### src/adc_ctrl_params.svh
// register offsets, field positions, reset values and timing constants
`ifndef ADC_CTRL_PARAMS_SVH
`define ADC_CTRL_PARAMS_SVH
`define OFS_EVENT_FLAGS 16'hA810
`define OFS_EVENT_ENABLES 16'hA850
`define OFS_CONV_CTRL 16'hD004
`define OFS_OFFSET_CORR 16'hD008
`define OFS_GAIN_CORR 16'hD00C
`define OFS_DMA_CTRL 16'hD010
`define OFS_DMA_STATUS 16'hD014
`define OFS_START_ADDR 16'hD018
`define OFS_LENGTH 16'hD01C
`define OFS_NEXT_ADDR 16'hD020
`define OFS_WRITTEN_CNT 16'hD024
`define RST_CONV_CTRL 16'h1800
`define RST_GAIN_CORR 16'h8000
`define RST_START_ADDR 32'h2000_0000
`define CTRL_WMASK 16'hFFFD
`define BIT_ON 0
`define BIT_CLK 2
`define BIT_LOAD 0
`define BIT_WRAP 1
`define BIT_DMA_RST 4
`define FLG_HALF 1
`define FLG_FULL 2
`define FLG_SAT 3
`define FLG_OVR 4
`define FLG_MASK 5'h1E
`define SMP_LSB 13
`define BASE_CLOCKS 32
`define STARTUP_NS 21000
`define FAST_DIV 1
`define SLOW_DIV 6
`define SAT_MAX 16'h7FFF
`define SAT_MIN 16'h8000
`endif

### src/adc_ctrl_pkg.sv
// types shared by the converter control block
package adc_ctrl_pkg;
  typedef struct packed {
    logic [2:0] sample_time_sel;
    logic pos_high_range_sel;
    logic neg_high_range_sel;
    logic [3:0] pos_input_sel;
    logic [3:0] neg_input_sel;
    logic clk_sel;
    logic converter_on;
  } analog_cfg_t;
  typedef struct packed {
    logic valid;
    logic [12:0] addr;
    logic [15:0] data;
  } ram_write_t;
  typedef enum logic [2:0] {
    ST_OFF = 3'b001,
    ST_START = 3'b010,
    ST_RUN = 3'b100
  } conv_state_t;
endpackage

### src/adc_ctrl.sv
// converter control, correction and result dma
// Functional notes
// RULE1: sample code 0..7 gives 32..4096 converter clocks per conversion
// RULE2: positive range bit 1 selects high range with buffer on
// RULE3: negative range bit 1 selects high range with buffer on
// RULE4: positive selector passes its 4-bit code to the analog mux
// RULE5: negative selector uses the same code map as positive
// RULE6: software avoids ground or half-regulator on a high-range input
// RULE7: clock bit 0 runs at 6 MHz, 1 at 1 MHz
// RULE8: converter-on bit starts continuous conversions; software alone changes it
// RULE9: first conversion takes double clocks plus 21 us startup
// RULE10: control write while running doubles the next conversion; here only a write that changes the control register doubles it
// RULE11: signed offset added to raw result before gain
// RULE12: gain is unsigned 1.15 fixed point, reset means unity
// RULE13: output equals offset-corrected result times gain
// RULE14: dma reset bit resets the dma and self-clears
// RULE15: wrap bit 0 stops at full, 1 wraps to start
// RULE16: load bit 1 starts dma, 0 ignored; clears on start or reset
// RULE17: overrun status sets on result while dma idle; dma reset clears
// RULE18: active bit reads 1 while the dma runs
// RULE19: 13-bit start address where the dma begins writing
// RULE20: length counts 16-bit results, buffer spans twice that in bytes
// RULE21: next address in bits 13:1 gives the next halfword written
// RULE22: written count reports results stored so far
// RULE23: full flag on last location, half flag on last of first half
// RULE24: saturation flag when gain product leaves signed 16-bit range
// RULE25: writing 1 clears an event flag, 0 leaves it
// RULE26: a flag requests the interrupt only when its enable is set
// RULE27: saturated results are clamped to the nearest signed limit
//
// Design decision made here: the plain strobed port.
`timescale 1ns/1ps
`include "adc_ctrl_params.svh"
module adc_ctrl
  import adc_ctrl_pkg::*;
#(
  parameter int CLK_MHZ = 50,
  parameter int STARTUP_CYCLES = (`STARTUP_NS * CLK_MHZ + 999) / 1000
) (
  input wire logic clk_i,
  input wire logic reset_n_i,
  input wire logic [15:0] addr_i,
  input wire logic [31:0] wdata_i,
  input wire logic write_i,
  input wire logic read_i,
  output logic [31:0] rdata_o,
  input wire logic [15:0] raw_result_i,
  output analog_cfg_t analog_cfg_o,
  output logic conv_done_o,
  output ram_write_t ram_write_o,
  output logic irq_o
);
  // conversion timing
  localparam int CNT_W = 20;
  logic [15:0] ctrl_reg;
  logic [15:0] offset_reg;
  logic [15:0] gain_reg;
  logic wrap_reg;
  logic load_reg;
  logic active_reg;
  logic ovr_reg;
  logic [12:0] start_reg;
  logic [12:0] length_reg;
  logic [12:0] next_reg;
  logic [12:0] count_reg;
  logic [4:0] flags_reg;
  logic [4:0] enables_reg;
  conv_state_t state_reg;
  logic [CNT_W-1:0] cnt_reg;
  logic double_reg;
  logic [2:0] div_reg;
  logic tick;
  logic [CNT_W-1:0] conv_clocks;
  logic ctrl_wr;
  logic ctrl_change;
  logic done_pulse;
  logic [15:0] raw_sync1_reg;
  logic [15:0] raw_sync2_reg;
  logic signed [16:0] sum;
  logic signed [33:0] product;
  logic signed [18:0] scaled;
  logic gain_saturation_flag;
  logic [15:0] corrected;
  logic dma_rst;
  logic last_hit;
  logic half_hit;

  assign ctrl_wr = write_i && addr_i == `OFS_CONV_CTRL;
  assign ctrl_change = ctrl_wr && (wdata_i[15:0] & `CTRL_WMASK) != ctrl_reg;
  assign dma_rst = write_i && addr_i == `OFS_DMA_CTRL && wdata_i[`BIT_DMA_RST];
  // converter clock enable derived from the system clock
  assign tick = div_reg == 3'h0;
  assign conv_clocks = CNT_W'(`BASE_CLOCKS) << ctrl_reg[`SMP_LSB +: 3]; // RULE1

  // software writes only; hardware never touches the on bit
  always_ff @(posedge clk_i or negedge reset_n_i) begin
    if (!reset_n_i) begin
      ctrl_reg <= `RST_CONV_CTRL;
    end else if (ctrl_wr) begin
      ctrl_reg <= wdata_i[15:0] & `CTRL_WMASK; // RULE8
    end
  end

  always_ff @(posedge clk_i or negedge reset_n_i) begin
    if (!reset_n_i) begin
      div_reg <= 3'h0;
    end else if (tick) begin
      div_reg <= ctrl_reg[`BIT_CLK] ? 3'(`SLOW_DIV - 1) : 3'(`FAST_DIV - 1); // RULE7
    end else begin
      div_reg <= div_reg - 3'h1;
    end
  end

  // sequencer: startup delay, then back-to-back conversions
  always_ff @(posedge clk_i or negedge reset_n_i) begin
    if (!reset_n_i) begin
      state_reg <= ST_OFF;
      cnt_reg <= '0;
      double_reg <= 1'b0;
      done_pulse <= 1'b0;
    end else begin
      done_pulse <= 1'b0;
      case (state_reg)
        ST_OFF: begin
          if (ctrl_wr && wdata_i[`BIT_ON]) begin
            state_reg <= ST_START; // RULE8
            cnt_reg <= CNT_W'(STARTUP_CYCLES); // RULE9
            double_reg <= 1'b1; // RULE9
          end
        end
        ST_START: begin
          if (ctrl_wr && !wdata_i[`BIT_ON]) begin
            state_reg <= ST_OFF;
          end else if (cnt_reg <= CNT_W'(1)) begin
            state_reg <= ST_RUN;
            cnt_reg <= conv_clocks << 1; // RULE9
            double_reg <= 1'b0;
          end else begin
            cnt_reg <= cnt_reg - CNT_W'(1);
          end
        end
        ST_RUN: begin
          if (ctrl_wr && !wdata_i[`BIT_ON]) begin
            state_reg <= ST_OFF;
          end else if (ctrl_change) begin
            cnt_reg <= conv_clocks << 1; // RULE10
          end else if (tick) begin
            if (cnt_reg <= CNT_W'(1)) begin
              cnt_reg <= conv_clocks;
              done_pulse <= 1'b1;
            end else begin
              cnt_reg <= cnt_reg - CNT_W'(1);
            end
          end
        end
        default: begin
          state_reg <= ST_OFF;
        end
      endcase
    end
  end

  // raw result comes from the analog side, so it is resynchronised
  always_ff @(posedge clk_i or negedge reset_n_i) begin
    if (!reset_n_i) begin
      raw_sync1_reg <= '0;
      raw_sync2_reg <= '0;
    end else begin
      raw_sync1_reg <= raw_result_i;
      raw_sync2_reg <= raw_sync1_reg;
    end
  end

  always_comb begin
    sum = $signed({raw_sync2_reg[15], raw_sync2_reg}) + $signed({offset_reg[15], offset_reg}); // RULE11
    product = sum * $signed({1'b0, gain_reg}); // RULE12 RULE13
    scaled = product[33:15];
    gain_saturation_flag = scaled > 19'sd32767 || scaled < -19'sd32768; // RULE24
    if (!gain_saturation_flag) begin
      corrected = scaled[15:0];
    end else if (scaled[18]) begin
      corrected = `SAT_MIN; // RULE27
    end else begin
      corrected = `SAT_MAX; // RULE27
    end
  end

  // software-owned registers; reserved bits simply dropped
  always_ff @(posedge clk_i or negedge reset_n_i) begin
    if (!reset_n_i) begin
      offset_reg <= '0;
      gain_reg <= `RST_GAIN_CORR; // RULE12
      start_reg <= 13'(`RST_START_ADDR);
      length_reg <= '0;
      enables_reg <= '0;
      wrap_reg <= 1'b0;
    end else if (write_i) begin
      case (addr_i)
        `OFS_OFFSET_CORR: offset_reg <= wdata_i[15:0];
        `OFS_GAIN_CORR: gain_reg <= wdata_i[15:0];
        `OFS_START_ADDR: start_reg <= wdata_i[12:0]; // RULE19
        `OFS_LENGTH: length_reg <= wdata_i[12:0]; // RULE20
        `OFS_EVENT_ENABLES: enables_reg <= wdata_i[4:0] & `FLG_MASK;
        `OFS_DMA_CTRL: wrap_reg <= wdata_i[`BIT_WRAP];
        default: begin
        end
      endcase
    end
  end

  assign last_hit = count_reg + 13'h1 == length_reg;
  assign half_hit = count_reg + 13'h1 == (length_reg >> 1) && length_reg > 13'h1;

  // dma engine: one halfword per result, next address in halfword units
  always_ff @(posedge clk_i or negedge reset_n_i) begin
    if (!reset_n_i) begin
      load_reg <= 1'b0;
      active_reg <= 1'b0;
      ovr_reg <= 1'b0;
      next_reg <= '0;
      count_reg <= '0;
      ram_write_o <= '0;
    end else begin
      ram_write_o.valid <= 1'b0;
      if (dma_rst) begin
        load_reg <= 1'b0; // RULE14 RULE16
        active_reg <= 1'b0; // RULE14
        ovr_reg <= 1'b0; // RULE17
        count_reg <= '0;
        next_reg <= start_reg;
      end else if (load_reg) begin
        load_reg <= 1'b0; // RULE16
        active_reg <= length_reg != 13'h0;
        next_reg <= start_reg;
        count_reg <= '0;
      end else if (write_i && addr_i == `OFS_DMA_CTRL && wdata_i[`BIT_LOAD]) begin
        load_reg <= 1'b1; // RULE16
      end
      if (done_pulse && !dma_rst) begin
        if (!active_reg) begin
          ovr_reg <= 1'b1; // RULE17
        end else begin
          ram_write_o.valid <= 1'b1;
          ram_write_o.addr <= next_reg;
          ram_write_o.data <= corrected;
          if (last_hit && wrap_reg) begin
            next_reg <= start_reg; // RULE15
            count_reg <= '0;
          end else begin
            next_reg <= next_reg + 13'h1;
            count_reg <= count_reg + 13'h1; // RULE22
            active_reg <= !last_hit; // RULE15
          end
        end
      end
    end
  end

  // event flags: set beats a simultaneous write-1 clear
  always_ff @(posedge clk_i or negedge reset_n_i) begin
    if (!reset_n_i) begin
      flags_reg <= '0;
    end else begin
      logic [4:0] set_v;
      set_v = '0;
      set_v[`FLG_HALF] = done_pulse && active_reg && half_hit; // RULE23
      set_v[`FLG_FULL] = done_pulse && active_reg && last_hit; // RULE23
      set_v[`FLG_SAT] = done_pulse && gain_saturation_flag; // RULE24
      set_v[`FLG_OVR] = done_pulse && !active_reg; // RULE17
      if (write_i && addr_i == `OFS_EVENT_FLAGS) begin
        flags_reg <= (flags_reg & ~(wdata_i[4:0] & `FLG_MASK)) | set_v; // RULE25
      end else begin
        flags_reg <= flags_reg | set_v;
      end
    end
  end

  always_ff @(posedge clk_i or negedge reset_n_i) begin
    if (!reset_n_i) begin
      irq_o <= 1'b0;
    end else begin
      irq_o <= |(flags_reg & enables_reg); // RULE26
    end
  end

  always_ff @(posedge clk_i or negedge reset_n_i) begin
    if (!reset_n_i) begin
      analog_cfg_o <= '0;
      conv_done_o <= 1'b0;
    end else begin
      analog_cfg_o.sample_time_sel <= ctrl_reg[15:13];
      analog_cfg_o.pos_high_range_sel <= ctrl_reg[12]; // RULE2
      analog_cfg_o.neg_high_range_sel <= ctrl_reg[11]; // RULE3
      analog_cfg_o.pos_input_sel <= ctrl_reg[10:7]; // RULE4
      analog_cfg_o.neg_input_sel <= ctrl_reg[6:3]; // RULE5
      analog_cfg_o.clk_sel <= ctrl_reg[`BIT_CLK];
      analog_cfg_o.converter_on <= ctrl_reg[`BIT_ON];
      conv_done_o <= done_pulse;
    end
  end

  // read data one cycle after the strobe, zero otherwise
  always_ff @(posedge clk_i or negedge reset_n_i) begin
    if (!reset_n_i) begin
      rdata_o <= '0;
    end else if (!read_i) begin
      rdata_o <= '0;
    end else begin
      case (addr_i)
        `OFS_EVENT_FLAGS: rdata_o <= {27'h0, flags_reg};
        `OFS_EVENT_ENABLES: rdata_o <= {27'h0, enables_reg};
        `OFS_CONV_CTRL: rdata_o <= {16'h0, ctrl_reg};
        `OFS_OFFSET_CORR: rdata_o <= {16'h0, offset_reg};
        `OFS_GAIN_CORR: rdata_o <= {16'h0, gain_reg};
        `OFS_DMA_CTRL: rdata_o <= {30'h0, wrap_reg, load_reg};
        `OFS_DMA_STATUS: rdata_o <= {30'h0, ovr_reg, active_reg}; // RULE17 RULE18
        `OFS_START_ADDR: rdata_o <= {19'h0, start_reg} | `RST_START_ADDR;
        `OFS_LENGTH: rdata_o <= {19'h0, length_reg};
        `OFS_NEXT_ADDR: rdata_o <= {18'h0, next_reg, 1'b0} | `RST_START_ADDR; // RULE21
        `OFS_WRITTEN_CNT: rdata_o <= {19'h0, count_reg}; // RULE22
        default: rdata_o <= '0;
      endcase
    end
  end

  AST_SAT_CLAMP: assert property (@(posedge clk_i) disable iff (!reset_n_i)
    gain_saturation_flag && !scaled[18] |-> corrected == `SAT_MAX) else $error("clamp high wrong"); // RULE27
  AST_START_DELAY: assert property (@(posedge clk_i) disable iff (!reset_n_i)
    state_reg == ST_OFF && ctrl_wr && wdata_i[`BIT_ON] |=> state_reg == ST_START) else $error("no start"); // RULE9
  AST_ON_STABLE: assert property (@(posedge clk_i) disable iff (!reset_n_i)
    !ctrl_wr |=> $stable(ctrl_reg[`BIT_ON])) else $error("on bit moved"); // RULE8
  AST_LOAD_CLEARS: assert property (@(posedge clk_i) disable iff (!reset_n_i)
    load_reg |=> !load_reg) else $error("load stuck"); // RULE16
  AST_RST_CLEARS: assert property (@(posedge clk_i) disable iff (!reset_n_i)
    dma_rst |=> !ovr_reg && !active_reg && !load_reg) else $error("dma reset failed"); // RULE14
  AST_OVR_SET: assert property (@(posedge clk_i) disable iff (!reset_n_i)
    done_pulse && !active_reg && !dma_rst |=> ovr_reg && flags_reg[`FLG_OVR]) else $error("overrun"); // RULE17
  AST_LINEAR_STOP: assert property (@(posedge clk_i) disable iff (!reset_n_i)
    done_pulse && active_reg && last_hit && !wrap_reg && !dma_rst |=> !active_reg) else $error("stop"); // RULE15
  AST_IRQ: assert property (@(posedge clk_i) disable iff (!reset_n_i)
    (flags_reg & enables_reg) == 5'h0 |=> !irq_o) else $error("irq without enable"); // RULE26
  AST_DOUBLE: assert property (@(posedge clk_i) disable iff (!reset_n_i)
    state_reg == ST_RUN && ctrl_change && wdata_i[`BIT_ON] |=> cnt_reg == $past(conv_clocks) << 1)
    else $error("no double"); // RULE10
  // low clamp mirrors the high one
  AST_SAT_LOW: assert property (@(posedge clk_i) disable iff (!reset_n_i)
    gain_saturation_flag && scaled[18] |-> corrected == `SAT_MIN) else $error("clamp low wrong"); // RULE27
  AST_SAT_FLAG: assert property (@(posedge clk_i) disable iff (!reset_n_i)
    done_pulse && gain_saturation_flag |=> flags_reg[`FLG_SAT]) else $error("sat flag"); // RULE24
  AST_HALF: assert property (@(posedge clk_i) disable iff (!reset_n_i)
    done_pulse && active_reg && half_hit |=> flags_reg[`FLG_HALF]) else $error("half flag"); // RULE23
  // a wrap must land back on the start, not one past the end
  AST_WRAP: assert property (@(posedge clk_i) disable iff (!reset_n_i)
    done_pulse && active_reg && last_hit && wrap_reg && !dma_rst
    |=> next_reg == $past(start_reg) && count_reg == 13'h0) else $error("wrap"); // RULE15
  AST_NEXT: assert property (@(posedge clk_i) disable iff (!reset_n_i)
    done_pulse && active_reg && !last_hit && !dma_rst && !load_reg
    |=> next_reg == $past(next_reg) + 13'h1) else $error("next address"); // RULE21
  AST_LOAD_START: assert property (@(posedge clk_i) disable iff (!reset_n_i)
    load_reg && !dma_rst && !done_pulse && length_reg != 13'h0 |=> active_reg)
    else $error("load did not start"); // RULE16
  AST_RDATA_IDLE: assert property (@(posedge clk_i) disable iff (!reset_n_i)
    !read_i |=> rdata_o == 32'h0) else $error("read data outside slot");
  AST_IRQ_SET: assert property (@(posedge clk_i) disable iff (!reset_n_i)
    (flags_reg & enables_reg) != 5'h0 |=> irq_o) else $error("irq missing"); // RULE26
  // startup always carries the doubled first conversion
  AST_FIRST_DOUBLE: assert property (@(posedge clk_i) disable iff (!reset_n_i)
    state_reg == ST_START |-> double_reg) else $error("startup not doubled"); // RULE9
  AST_CFG: assert property (@(posedge clk_i) disable iff (!reset_n_i)
    1'b1 |=> {analog_cfg_o.clk_sel, analog_cfg_o.converter_on} ==
    {$past(ctrl_reg[`BIT_CLK]), $past(ctrl_reg[`BIT_ON])}) else $error("cfg copy"); // RULE7
  COV_WRITE: cover property (@(posedge clk_i) ram_write_o.valid);
  COV_FULL: cover property (@(posedge clk_i) flags_reg[`FLG_FULL]);
  COV_SAT: cover property (@(posedge clk_i) done_pulse && gain_saturation_flag);
  COV_WRAP: cover property (@(posedge clk_i) done_pulse && active_reg && last_hit && wrap_reg);
  COV_OVR: cover property (@(posedge clk_i) done_pulse && !active_reg);
endmodule

### config.mk
export PLATFORM = sky130hd
export DESIGN_NAME = adc_ctrl
export DESIGN_NICKNAME = d
export VERILOG_FILES = /design/src/adc_ctrl_pkg.sv /design/src/adc_ctrl.sv
export VERILOG_INCLUDE_DIRS = /design/src
export SDC_FILE = /design/constraint.sdc
export NUM_CORES = 1
export LEC_CHECK = 0
export ABC_AREA = 1
export BUFFER_PORTS_ARGS = -buffer_cell sky130_fd_sc_hd__clkbuf_2
export CELL_PAD_IN_SITES_DETAIL_PLACEMENT = 0
export CELL_PAD_IN_SITES_GLOBAL_PLACEMENT = 1
export CORE_MARGIN = 4
export CORE_UTILIZATION = 40
export CTS_BUF_LIST = sky130_fd_sc_hd__clkbuf_2
export DETAILED_ROUTE_END_ITERATION = 10
export PLACE_DENSITY = 0.76
export SYNTH_ARGS = -nofsm -noshare
export SYNTH_HDL_FRONTEND = slang
export SYNTH_SLANG_ARGS = --single-unit
### constraint.sdc
create_clock -name clk_i -period 15.5 [get_ports clk_i]
set_input_delay 0.775 -clock clk_i [delete_from_list [all_inputs] [get_ports clk_i]]
set_output_delay 0.775 -clock clk_i [all_outputs]
set_load 0.05 [all_outputs]
==> run_results.csv, run 1 <==
group,metric,value,unit
setup_path,max_stage_delay,850,ps
timing,fin_crit,8700,ps
cells_and_area,largest_reg_flops,30,
logic_synthesis,synth_edf_count,0,
logic_synthesis,synth_cells,3083,
logic_synthesis,synth.distinct_cells,57,
floorplan,core-area,58900,um^2
setup_path,critPathBufInv,8,
logic_synthesis,avgSynthCellArea,7.71,um^2
global_route,grt_pass1_wl,118000,um
setup_path,cp_top_family,"adder cells",
setup_path,end_kind,"flip-flop",
clock_network,cts.clk_slew.worst_paths,120,ps
setup_path,worstPathRequired,16360,ps
routing,post_drt_via_cell_ratio,5.08,
logic_synthesis,synth_mux_area_frac,0,
hold_path,min_path_type,"input pin to flip-flop",
logic_synthesis,yosysWarnings,0,
routing,vias,20500,
clock_network,clockRootBuffer,"clkbuf_2",
global_route,grt_overflow,0,
setup_path,start_kind,"flip-flop",
cells_and_area,syn2layout_area_growth,8.16,%
clock_network,htree_levels,3,
place,gp_congestion,0.929,
global_route,grtUsageTotal,0.236,
clock_network,clock_path_buffers,3,
floorplan,floorplan.die.height,252,um
setup_path,crit_path_max_fanout,16,
logic_synthesis,synth_top_family_by_area,"adder cells",
power_and_ir_drop,max-vdd-ir-drop,0.0000773,V
logic_synthesis,ys.flop_type,"dfrtp_1",
clock_network,numCtsBuffers,66,
global_route,grt_pass1_vias,21500,
power_and_ir_drop,power,1.64,mW
clock_network,insertion_delay,1020,ps
routing,drtAntennaViolNets,0,
timing,max_clock_freq,0.115,GHz
timing,slew_headroom,0.313,
global_route,antenna_found_initial,1,
timing,setup_violations,0,
power_and_ir_drop,p_per_area,64.0,nW/um^2
logic_synthesis,ys_seq_area_frac,0.247,
timing,tns,0,ps
timing,fin_worst_skew,118,ps
global_route,grt_max_degree,110,
logic_synthesis,synthAdderAreaFrac,0.285,
routing,drt-wirelength-per-cell,18.2,um
logic_synthesis,synth.ff_latch_count,234,
logic_synthesis,yosys.area_share.xor_xnor,0.0294,
floorplan,dieArea,63400,um^2
logic_synthesis,synth-simple-area-share,0.242,
floorplan,io_pins,147,
setup_path,critical_path_arrival,9560,ps
logic_synthesis,synth-compound-area-share,0.0748,
logic_synthesis,yosysTopAreaCell,"dfrtp_1",
timing,min_period_over_period,0.561,
logic_synthesis,synth.most_common_cell,"nand2_1",
floorplan,die_w,252,um
power_and_ir_drop,cellLeakagePower,13.6,nW
routing,drtPass1Iterations,5,
routing,drtIter0Drc,1315,
floorplan,start_util,0.404,
clock_network,postCtsSetupBuffers,0,
logic_synthesis,yosysTopAreaCellShare,0.242,
logic_synthesis,synth_common_cells,"770 x nand2_1, 614 x inv_1, 277 x nor2_1, 272 x fa_1, 230 x dfrtp_1",
setup_path,worst_path_most_repeated_cell,"inv_1",
place,hpwlAfterDp,58300,um
logic_synthesis,syn_area,23800,um^2
floorplan,rows,89,
cells_and_area,fin_nets,3660,
routing,remaining_drc_errors,0,
timing,hold_viol_final,0,
timing,rsz0062_at_grt,"false",
clock_network,cts_sinks,234,
timing,tightest_slew,1020,ps
setup_path,cp_slowest_cell,"fa_1",
logic_synthesis,synthTopCellsByArea,"dfrtp_1 24%, fa_1 23%, nand2_1 12%",
logic_synthesis,synthArstFlopShare,1.00,
setup_path,critPathKind,"flip-flop to flip-flop",
run,cap_violations,0,
routing,routed_wl,73500,um
timing,slew_violations,0,
place,port_buffers,115,
cells_and_area,drive_above_1_share,0.0986,
run_status,status,"completed",
clock_network,cts_tree,"yes",
-- worst reg2reg max path, delay by kind of cell (launching register included) --
| family | cells | cell delay [ps] |
|---|---|---|
| compound gates | 3 | 800 |
| fa+ha+maj | 9 | 4380 |
| flops | 1 | 390 |
| buf+inv | 8 | 570 |
| simple gates | 13 | 2250 |
| xor+xnor | 1 | 150 |
-- cell usage in the layout (no fill, tap or decap), drive strengths merged, types with 5 or more instances in the layout --
cell type	synthesis	final
a21oi	89	89
a22oi	9	9
buf	42	8
clkbuf	51	195
clkinv	9	34
conb	1	15
dfrtp	230	230
dlygate4sd3	0	19
fa	272	272
ha	107	107
inv	624	626
nand2	800	800
nand3	141	141
nand3b	8	8
nand4	34	34
nor2	297	297
nor3	42	42
nor4	7	7
o211ai	16	16
o21ai	153	153
o21bai	8	8
o22ai	16	16
o31ai	5	5
or2	21	21
xnor2	28	28
xor2	49	49
-- final cells by class --
class | instances | area, um^2
timing repair buffer | 141 | 828
multi-input combinational | 2137 | 15100
antenna | 1 | 2.50
tap | 773 | 967
clock inverter | 31 | 196
inverter | 633 | 2380
sequential | 234 | 5860
clock buffer | 81 | 405
fill | 6102 | 33200
-- worst paths after layout --
path	from	end	slack (ps)	cells after the start
hold / removal	wdata_i[14]	offset_reg[14]	130	3
hold reg to reg	raw_sync1_reg[4]	raw_sync2_reg[4]	300	0
setup reg to reg	offset_reg[0]	flags_reg[3]	6800	34
setup / recovery	offset_reg[0]	flags_reg[3]	6800	34
min in group asynchronous	reset_n_i	rdata_o[0]	430	2
max in group asynchronous	reset_n_i	raw_sync1_reg[3]	13550	3
-- through the flow --
step           cells  utilization  worst slack [ps]  instance area (um^2)  hold slack, ps
6_report        4031        0.437              6800                 25700             132
3_5_place_dp    3899        0.423              6770                 24900             336
3_3_place_gp    3899        0.423              6850                 24900             339
2_1_floorplan   3097            -              8000                 23800             331
5_1_grt         4031        0.437              6110                 25700            51.2
4_1_cts         4030        0.436              6740                 25700            33.5
-- cell families (layout without fill, tap and decap cells) --
group / Yosys count / after routing
simple gates: 1351 / 1351
buf+inv: 726 / 886
fa+ha+maj: 379 / 379
compound gates: 314 / 314
flops: 234 / 234
xor+xnor: 78 / 78
other cells: 1 / 16
-- power breakdown --
group | internal [mW] | switching (mW) | total (mW)
clock network | 0.182 | 0.296 | 0.478
registers | 0.653 | 0.0318 | 0.685
logic | 0.140 | 0.342 | 0.482
-- metal layers --
layer,up-vias,GRT usage,share of wire
met3,174,0.0417,0.062
met4,0,0.0928,0.042
met5,-,0,0
met1,9968,0.311,0.43
met2,673,0.389,0.46
li1,9654,-,-
-- repair_timing --
| item | CTS | global route |
|---|---|---|
| endpoints found under the hold margin | 125 | 0 |
| hold buffers | 19 | 0 |
| gates resized for setup | 0 | 0 |
No activity file was read; power rests on OpenSTA's default activity.
==> run 2: changes to the inputs <==
--- a/config.mk
+++ b/config.mk
@@ -14,7 +14,7 @@
 export CORE_UTILIZATION = 40
 export CTS_BUF_LIST = sky130_fd_sc_hd__clkbuf_2
 export DETAILED_ROUTE_END_ITERATION = 10
-export PLACE_DENSITY = 0.76
+export PLACE_DENSITY = 0.78
 export SYNTH_ARGS = -nofsm -noshare
 export SYNTH_HDL_FRONTEND = slang
 export SYNTH_SLANG_ARGS = --single-unit
==> constraint.sdc (replaced) <==
create_clock -name clk_i -period 7.9 [get_ports clk_i]
set_input_delay 0.395 -clock clk_i [delete_from_list [all_inputs] [get_ports clk_i]]
set_output_delay 0.395 -clock clk_i [all_outputs]
set_load 0.05 [all_outputs]
==> run_results.csv, run 2 (same netlist as run 1, synthesis figures left out) <==
group,metric,value,unit
floorplan,rows,89,
power_and_ir_drop,p_int,1.94,mW
routing,routed_wl,71800,um
routing,vias,20500,
clock_network,cts.clk_slew.worst_paths,120,ps
setup_path,cp-startpoint,"offset_reg[4]",
clock_network,cts_tree,"yes",
timing,min_period_over_period,0.949,
power_and_ir_drop,cellLeakagePower,14.1,nW
routing,post_drt_via_cell_ratio,4.93,
global_route,grtUsageTotal,0.230,
routing,drt-wirelength-per-cell,17.3,um
setup_path,crit_path_max_fanout,15,
routing,drtPass1Iterations,5,
power_and_ir_drop,p_per_area,121,nW/um^2
global_route,antenna_found_initial,2,
power_and_ir_drop,sw_frac_of_total,0.400,
timing,tightest_slew,1090,ps
run,cap_violations,0,
cells_and_area,largest_reg_flops,30,
timing,slew_headroom,0.271,
power_and_ir_drop,power_frac_clock,0.285,
power_and_ir_drop,switchingPower,1.29,mW
place,port_buffers,115,
timing,slew_violations,0,
routing,remaining_drc_errors,0,
setup_path,r2r_cells,36,
setup_path,critPathKind,"flip-flop to flip-flop",
routing,drtAntennaViolNets,0,
run_status,status,"completed",
setup_path,ff2ff_setup_slack,400,ps
routing,drtIter0Drc,1347,
timing,hold_ws,139,ps
hold_path,min_path_cells,2,
clock_network,clock_path_buffers,3,
global_route,grt_pass1_vias,21000,
power_and_ir_drop,pwr-share-comb,0.299,
setup_path,start_kind,"flip-flop",
place,gp_congestion,0.923,
floorplan,core-area,58900,um^2
place,hpwlAfterDp,57000,um
cells_and_area,syn2layout_area_growth,12.8,%
clock_network,insertion_delay,1020,ps
setup_path,worstPathRequired,8780,ps
timing,hold_viol_final,0,
setup_path,r2r_end,"ram_write_o[14]",
floorplan,io_pins,147,
setup_path,worst_path_most_repeated_cell,"nand2_1",
cells_and_area,instances_no_fill,4146,
power_and_ir_drop,max-vdd-ir-drop,0.000158,V
clock_network,cts_sinks,234,
timing,max_clock_freq,0.133,GHz
clock_network,numCtsBuffers,66,
cells_and_area,fin_nets,3767,
floorplan,dieArea,63400,um^2
floorplan,die_w,252,um
place,preCtsSetupSlack,129,ps
setup_path,critical_path_arrival,8380,ps
place,placed_cells,3972,
global_route,grt_max_degree,90,
power_and_ir_drop,seqPwrFrac,0.416,
timing,setup_ws,404,ps
clock_network,clockRootBuffer,"clkbuf_2",
timing,fin_crit,7500,ps
floorplan,floorplan.die.height,252,um
setup_path,end_kind,"flip-flop",
timing,tns,0,ps
timing,setup_violations,0,
global_route,grt_pass1_wl,115000,um
hold_path,min_path_type,"input pin to flip-flop",
cells_and_area,final_cell_mix,"761 x nand2_1, 614 x inv_1, 272 x nor2_1, 272 x fa_1, 226 x dfrtp_1",
cells_and_area,drive_above_1_share,0.133,
floorplan,start_util,0.404,
clock_network,htree_levels,3,
setup_path,cp_slowest_cell,"fa_1",
global_route,grt_overflow,0,
setup_path,crit_path_end,"ram_write_o[14]",
setup_path,max_stage_delay,550,ps
setup_path,r2r_start,"offset_reg[4]",
timing,fin_worst_skew,146,ps
cells_and_area,final_common_cell,"nand2_1",
[run 2: changes by cell type in the layout (fill, tap and decap cells not counted), moves of 9 or more]
cell / delta
buf_4: +72
clkbuf_2: +17
nand2_1: -9
dlygate4sd3_1: +32
ha_1: -13
[run 2: worst max-delay path, delay by kind of cell, from the launching register on]
| kind | cells | cell delay, ps |
|---|---|---|
| simple gates | 16 | 1800 |
| fa+ha+maj | 8 | 3820 |
| compound gates | 4 | 500 |
| flops | 1 | 480 |
| buf+inv | 8 | 740 |
[run 2: per-stage QoR]
stage / util / instance area [um^2] / power [mW]
after CTS: 0.451 / 26600 / 3.27
after detailed placement: 0.433 / 25500 / 2.31
after global routing: 0.455 / 26800 / 3.47
after global placement: 0.433 / 25500 / 2.31
final: 0.455 / 26800 / 3.23
after floorplan: - / 23800 / 2.07
[run 2: layer usage]
layer	share of wire	global-route usage	vias up
li1	-	-	9899
met1	0.43	0.302	9769
met2	0.47	0.382	634
met3	0.062	0.0400	149
met4	0.037	0.0872	0
met5	0	0	-
[run 2: power groups by stage]
| stage | Clock, mW | Sequential [mW] | Combinational, mW |
|---|---|---|---|
| global route | 1.02 | 1.36 | 1.10 |
| CTS | 0.961 | 1.34 | 0.967 |
| floorplan | 0 | 1.43 | 0.643 |
| finish | 0.923 | 1.34 | 0.967 |
| detailed placement | 0 | 1.37 | 0.944 |
| global placement | 0 | 1.37 | 0.945 |
[run 2: worst min-delay path by stage]
stage	from	slack, ps	endpoint
3_3_place_gp	raw_sync1_reg[5]	330	raw_sync2_reg[5]
4_1_cts	raw_result_i[13]	20	raw_sync1_reg[13]
5_1_grt	raw_result_i[12]	90	raw_sync1_reg[12]
2_1_floorplan	reset_n_i	100	active_reg
3_5_place_dp	raw_sync1_reg[8]	340	raw_sync2_reg[8]
6_report	raw_result_i[12]	140	raw_sync1_reg[12]
[run 2: final cells by class]
| class | instances | area, um^2 |
|---|---|---|
| Antenna cell | 5 | 12.5 |
| Clock buffer | 98 | 490 |
| Clock inverter | 18 | 100 |
| Fill cell | 6020 | 32100 |
| Inverter | 633 | 2380 |
| Multi-Input combinational cell | 2137 | 15300 |
| Sequential cell | 234 | 5870 |
| Tap cell | 773 | 967 |
| Timing Repair Buffer | 248 | 1730 |
[run 2: what timing repair did]
action / 4_1_cts / 5_1_grt
hold endpoints to repair: 223 / 0
endpoints found under the setup margin: 0 / 17
buffers inserted: 0 / 2
resized for setup: 0 / 52
hold buffers: 51 / 0
==> run 3: changes to the inputs <==
--- a/config.mk
+++ b/config.mk
@@ -11,10 +11,10 @@
 export CELL_PAD_IN_SITES_DETAIL_PLACEMENT = 0
 export CELL_PAD_IN_SITES_GLOBAL_PLACEMENT = 1
 export CORE_MARGIN = 4
-export CORE_UTILIZATION = 40
+export CORE_UTILIZATION = 43
 export CTS_BUF_LIST = sky130_fd_sc_hd__clkbuf_2
 export DETAILED_ROUTE_END_ITERATION = 10
-export PLACE_DENSITY = 0.78
+export PLACE_DENSITY = 0.83
 export SYNTH_ARGS = -nofsm -noshare
 export SYNTH_HDL_FRONTEND = slang
 export SYNTH_SLANG_ARGS = --single-unit
==> run_results.csv, run 3 (same netlist as run 1, synthesis figures left out) <==
group,metric,value,unit
cells_and_area,largest_reg_flops,30,
setup_path,cp_top_family,"adder cells",
setup_path,critPathKind,"flip-flop to flip-flop",
cells_and_area,syn2layout_area_growth,13.2,%
clock_network,cts.clk_slew.worst_paths,110,ps
cells_and_area,final_common_cell,"nand2_1",
timing,fin_crit,7540,ps
routing,drtAntennaViolNets,0,
routing,routed.top_layer,"met4",
run,cap_violations,0,
timing,tns,0,ps
floorplan,rows,85,
clock_network,clockRootBuffer,"clkbuf_2",
global_route,grt_overflow,0,
power_and_ir_drop,cellLeakagePower,14.2,nW
routing,met3_length,4750,um
floorplan,core-area,54200,um^2
clock_network,htree_levels,3,
global_route,grt_max_degree,71,
routing,drtIter0Drc,1572,
clock_network,insertion_delay,1010,ps
clock_network,numCtsBuffers,67,
routing,remaining_drc_errors,0,
global_route,grt_pass1_vias,21800,
setup_path,worst_path_most_repeated_cell,"nand2_1",
cells_and_area,final_cell_mix,"760 x nand2_1, 611 x inv_1, 271 x nor2_1, 269 x fa_1, 226 x dfrtp_1",
routing,vias,21000,
hold_path,min_path_type,"input pin to flip-flop",
global_route,grt_pass1_wl,118000,um
routing,wl_met1,31000,um
setup_path,end_kind,"flip-flop",
setup_path,crit_path_max_fanout,15,
timing,fin_worst_skew,143,ps
timing,slew_headroom,0.177,
place,port_buffers,115,
power_and_ir_drop,p_per_area,121,nW/um^2
timing,min_period_over_period,0.955,
routing,wl_met2,34100,um
routing,drtPass1Iterations,6,
routing,post_drt_via_cell_ratio,5.16,
setup_path,start_kind,"flip-flop",
timing,tightest_slew,1230,ps
place,gp_congestion,0.963,
cells_and_area,drive_above_1_share,0.139,
setup_path,critPathBufInv,8,
floorplan,floorplan.die.height,243,um
power_and_ir_drop,max-vdd-ir-drop,0.000175,V
routing,routed_wl,72600,um
floorplan,dieArea,59100,um^2
timing,max_clock_freq,0.133,GHz
clock_network,clock_path_buffers,3,
setup_path,max_stage_delay,580,ps
global_route,grtUsageTotal,0.249,
global_route,antenna_found_initial,1,
power_and_ir_drop,power,3.27,mW
floorplan,io_pins,147,
setup_path,critical_path_arrival,8320,ps
cells_and_area,final_cell_area,26900,um^2
place,dpl_cell_area,25400,um^2
place,placed_cells,3898,
run_status,status,"completed",
floorplan,die_w,243,um
setup_path,ff2ff_setup_slack,360,ps
cells_and_area,fin_nets,3780,
place,hpwlAfterDp,57500,um
floorplan,start_util,0.438,
timing,hold_viol_final,0,
timing,setup_violations,0,
clock_network,cts_sinks,234,
setup_path,worstPathRequired,8680,ps
clock_network,cts_tree,"yes",
routing,drt-wirelength-per-cell,17.8,um
setup_path,cp_slowest_cell,"fa_1",
timing,slew_violations,0,
cells_and_area,instances_no_fill,4074,
## run 3: cell count changes in the layout (fill, tap and decap cells not counted), moves of 3 or more
cell / change
fa_1: -3
buf_4: +4
clkinv_1: -4
inv_1: -3
dlygate4sd3_1: +6
nor3_1: -3
fa_2: +3
diode_2: -4
## run 3: final cells by class
type | count | area [um^2]
multi-input combinational | 2137 | 15300
clock buffer | 98 | 490
antenna | 1 | 2.50
fill | 5346 | 27300
sequential | 234 | 5870
inverter | 633 | 2390
timing repair buffer | 260 | 1850
tap | 696 | 871
clock inverter | 15 | 118
## run 3: what timing repair did
| action | 4_1_cts | 5_1_grt |
|---|---|---|
| pin swaps | 1 | 6 |
| hold endpoints to repair | 222 | 0 |
| endpoints found under the setup margin | 15 | 17 |
| setup buffers | 1 | 3 |
| resized for setup | 0 | 70 |
| hold buffers | 58 | 0 |
## run 3: final timing paths
| check | from | end | cells past startpoint |
|---|---|---|---|
| worst max-delay path | offset_reg[3] | ram_write_o[13] | 34 |
| worst min-delay path | addr_i[6] | load_reg | 8 |
| worst max register to register | offset_reg[3] | ram_write_o[13] | 34 |
| worst min register to register | raw_sync1_reg[0] | raw_sync2_reg[0] | 0 |
| max in group asynchronous | reset_n_i | offset_reg[2] | 4 |
| min in group asynchronous | reset_n_i | count_reg[12] | 3 |
## run 3: layer usage
| layer | track usage | vias to the layer above |
|---|---|---|
| li1 | - | 9886 |
| met1 | 0.328 | 10200 |
| met2 | 0.410 | 755 |
| met3 | 0.0444 | 161 |
| met4 | 0.0985 | 0 |
| met5 | 0 | - |
## run 3: metrics by stage
stage / utilization / hold WS [ps] / worst slack, ps
after floorplan: - / 99.4 / 402
after global placement: 0.468 / 338 / 73.7
after detailed placement: 0.468 / 335 / -74.4
after CTS: 0.491 / 6.87 / 29.3
after global routing: 0.496 / 37.5 / -59.5
final: 0.496 / 123 / 358
## run 3: report_power, final
group / total [mW] / leakage [nW] / internal (mW) / switching [mW]
clock network: 0.946 / 0.462 / 0.395 / 0.552
logic: 0.975 / 10.8 / 0.299 / 0.677
registers: 1.35 / 2.89 / 1.28 / 0.0641
## run 3: tightest hold or removal path: stages
cell and delay [ps]:
clkbuf_2 100, nor2_1 60, nand2_1 120, nor2_1 70, nand3_1 150, nor2_1 60
inv_1 70, nor3_1 60
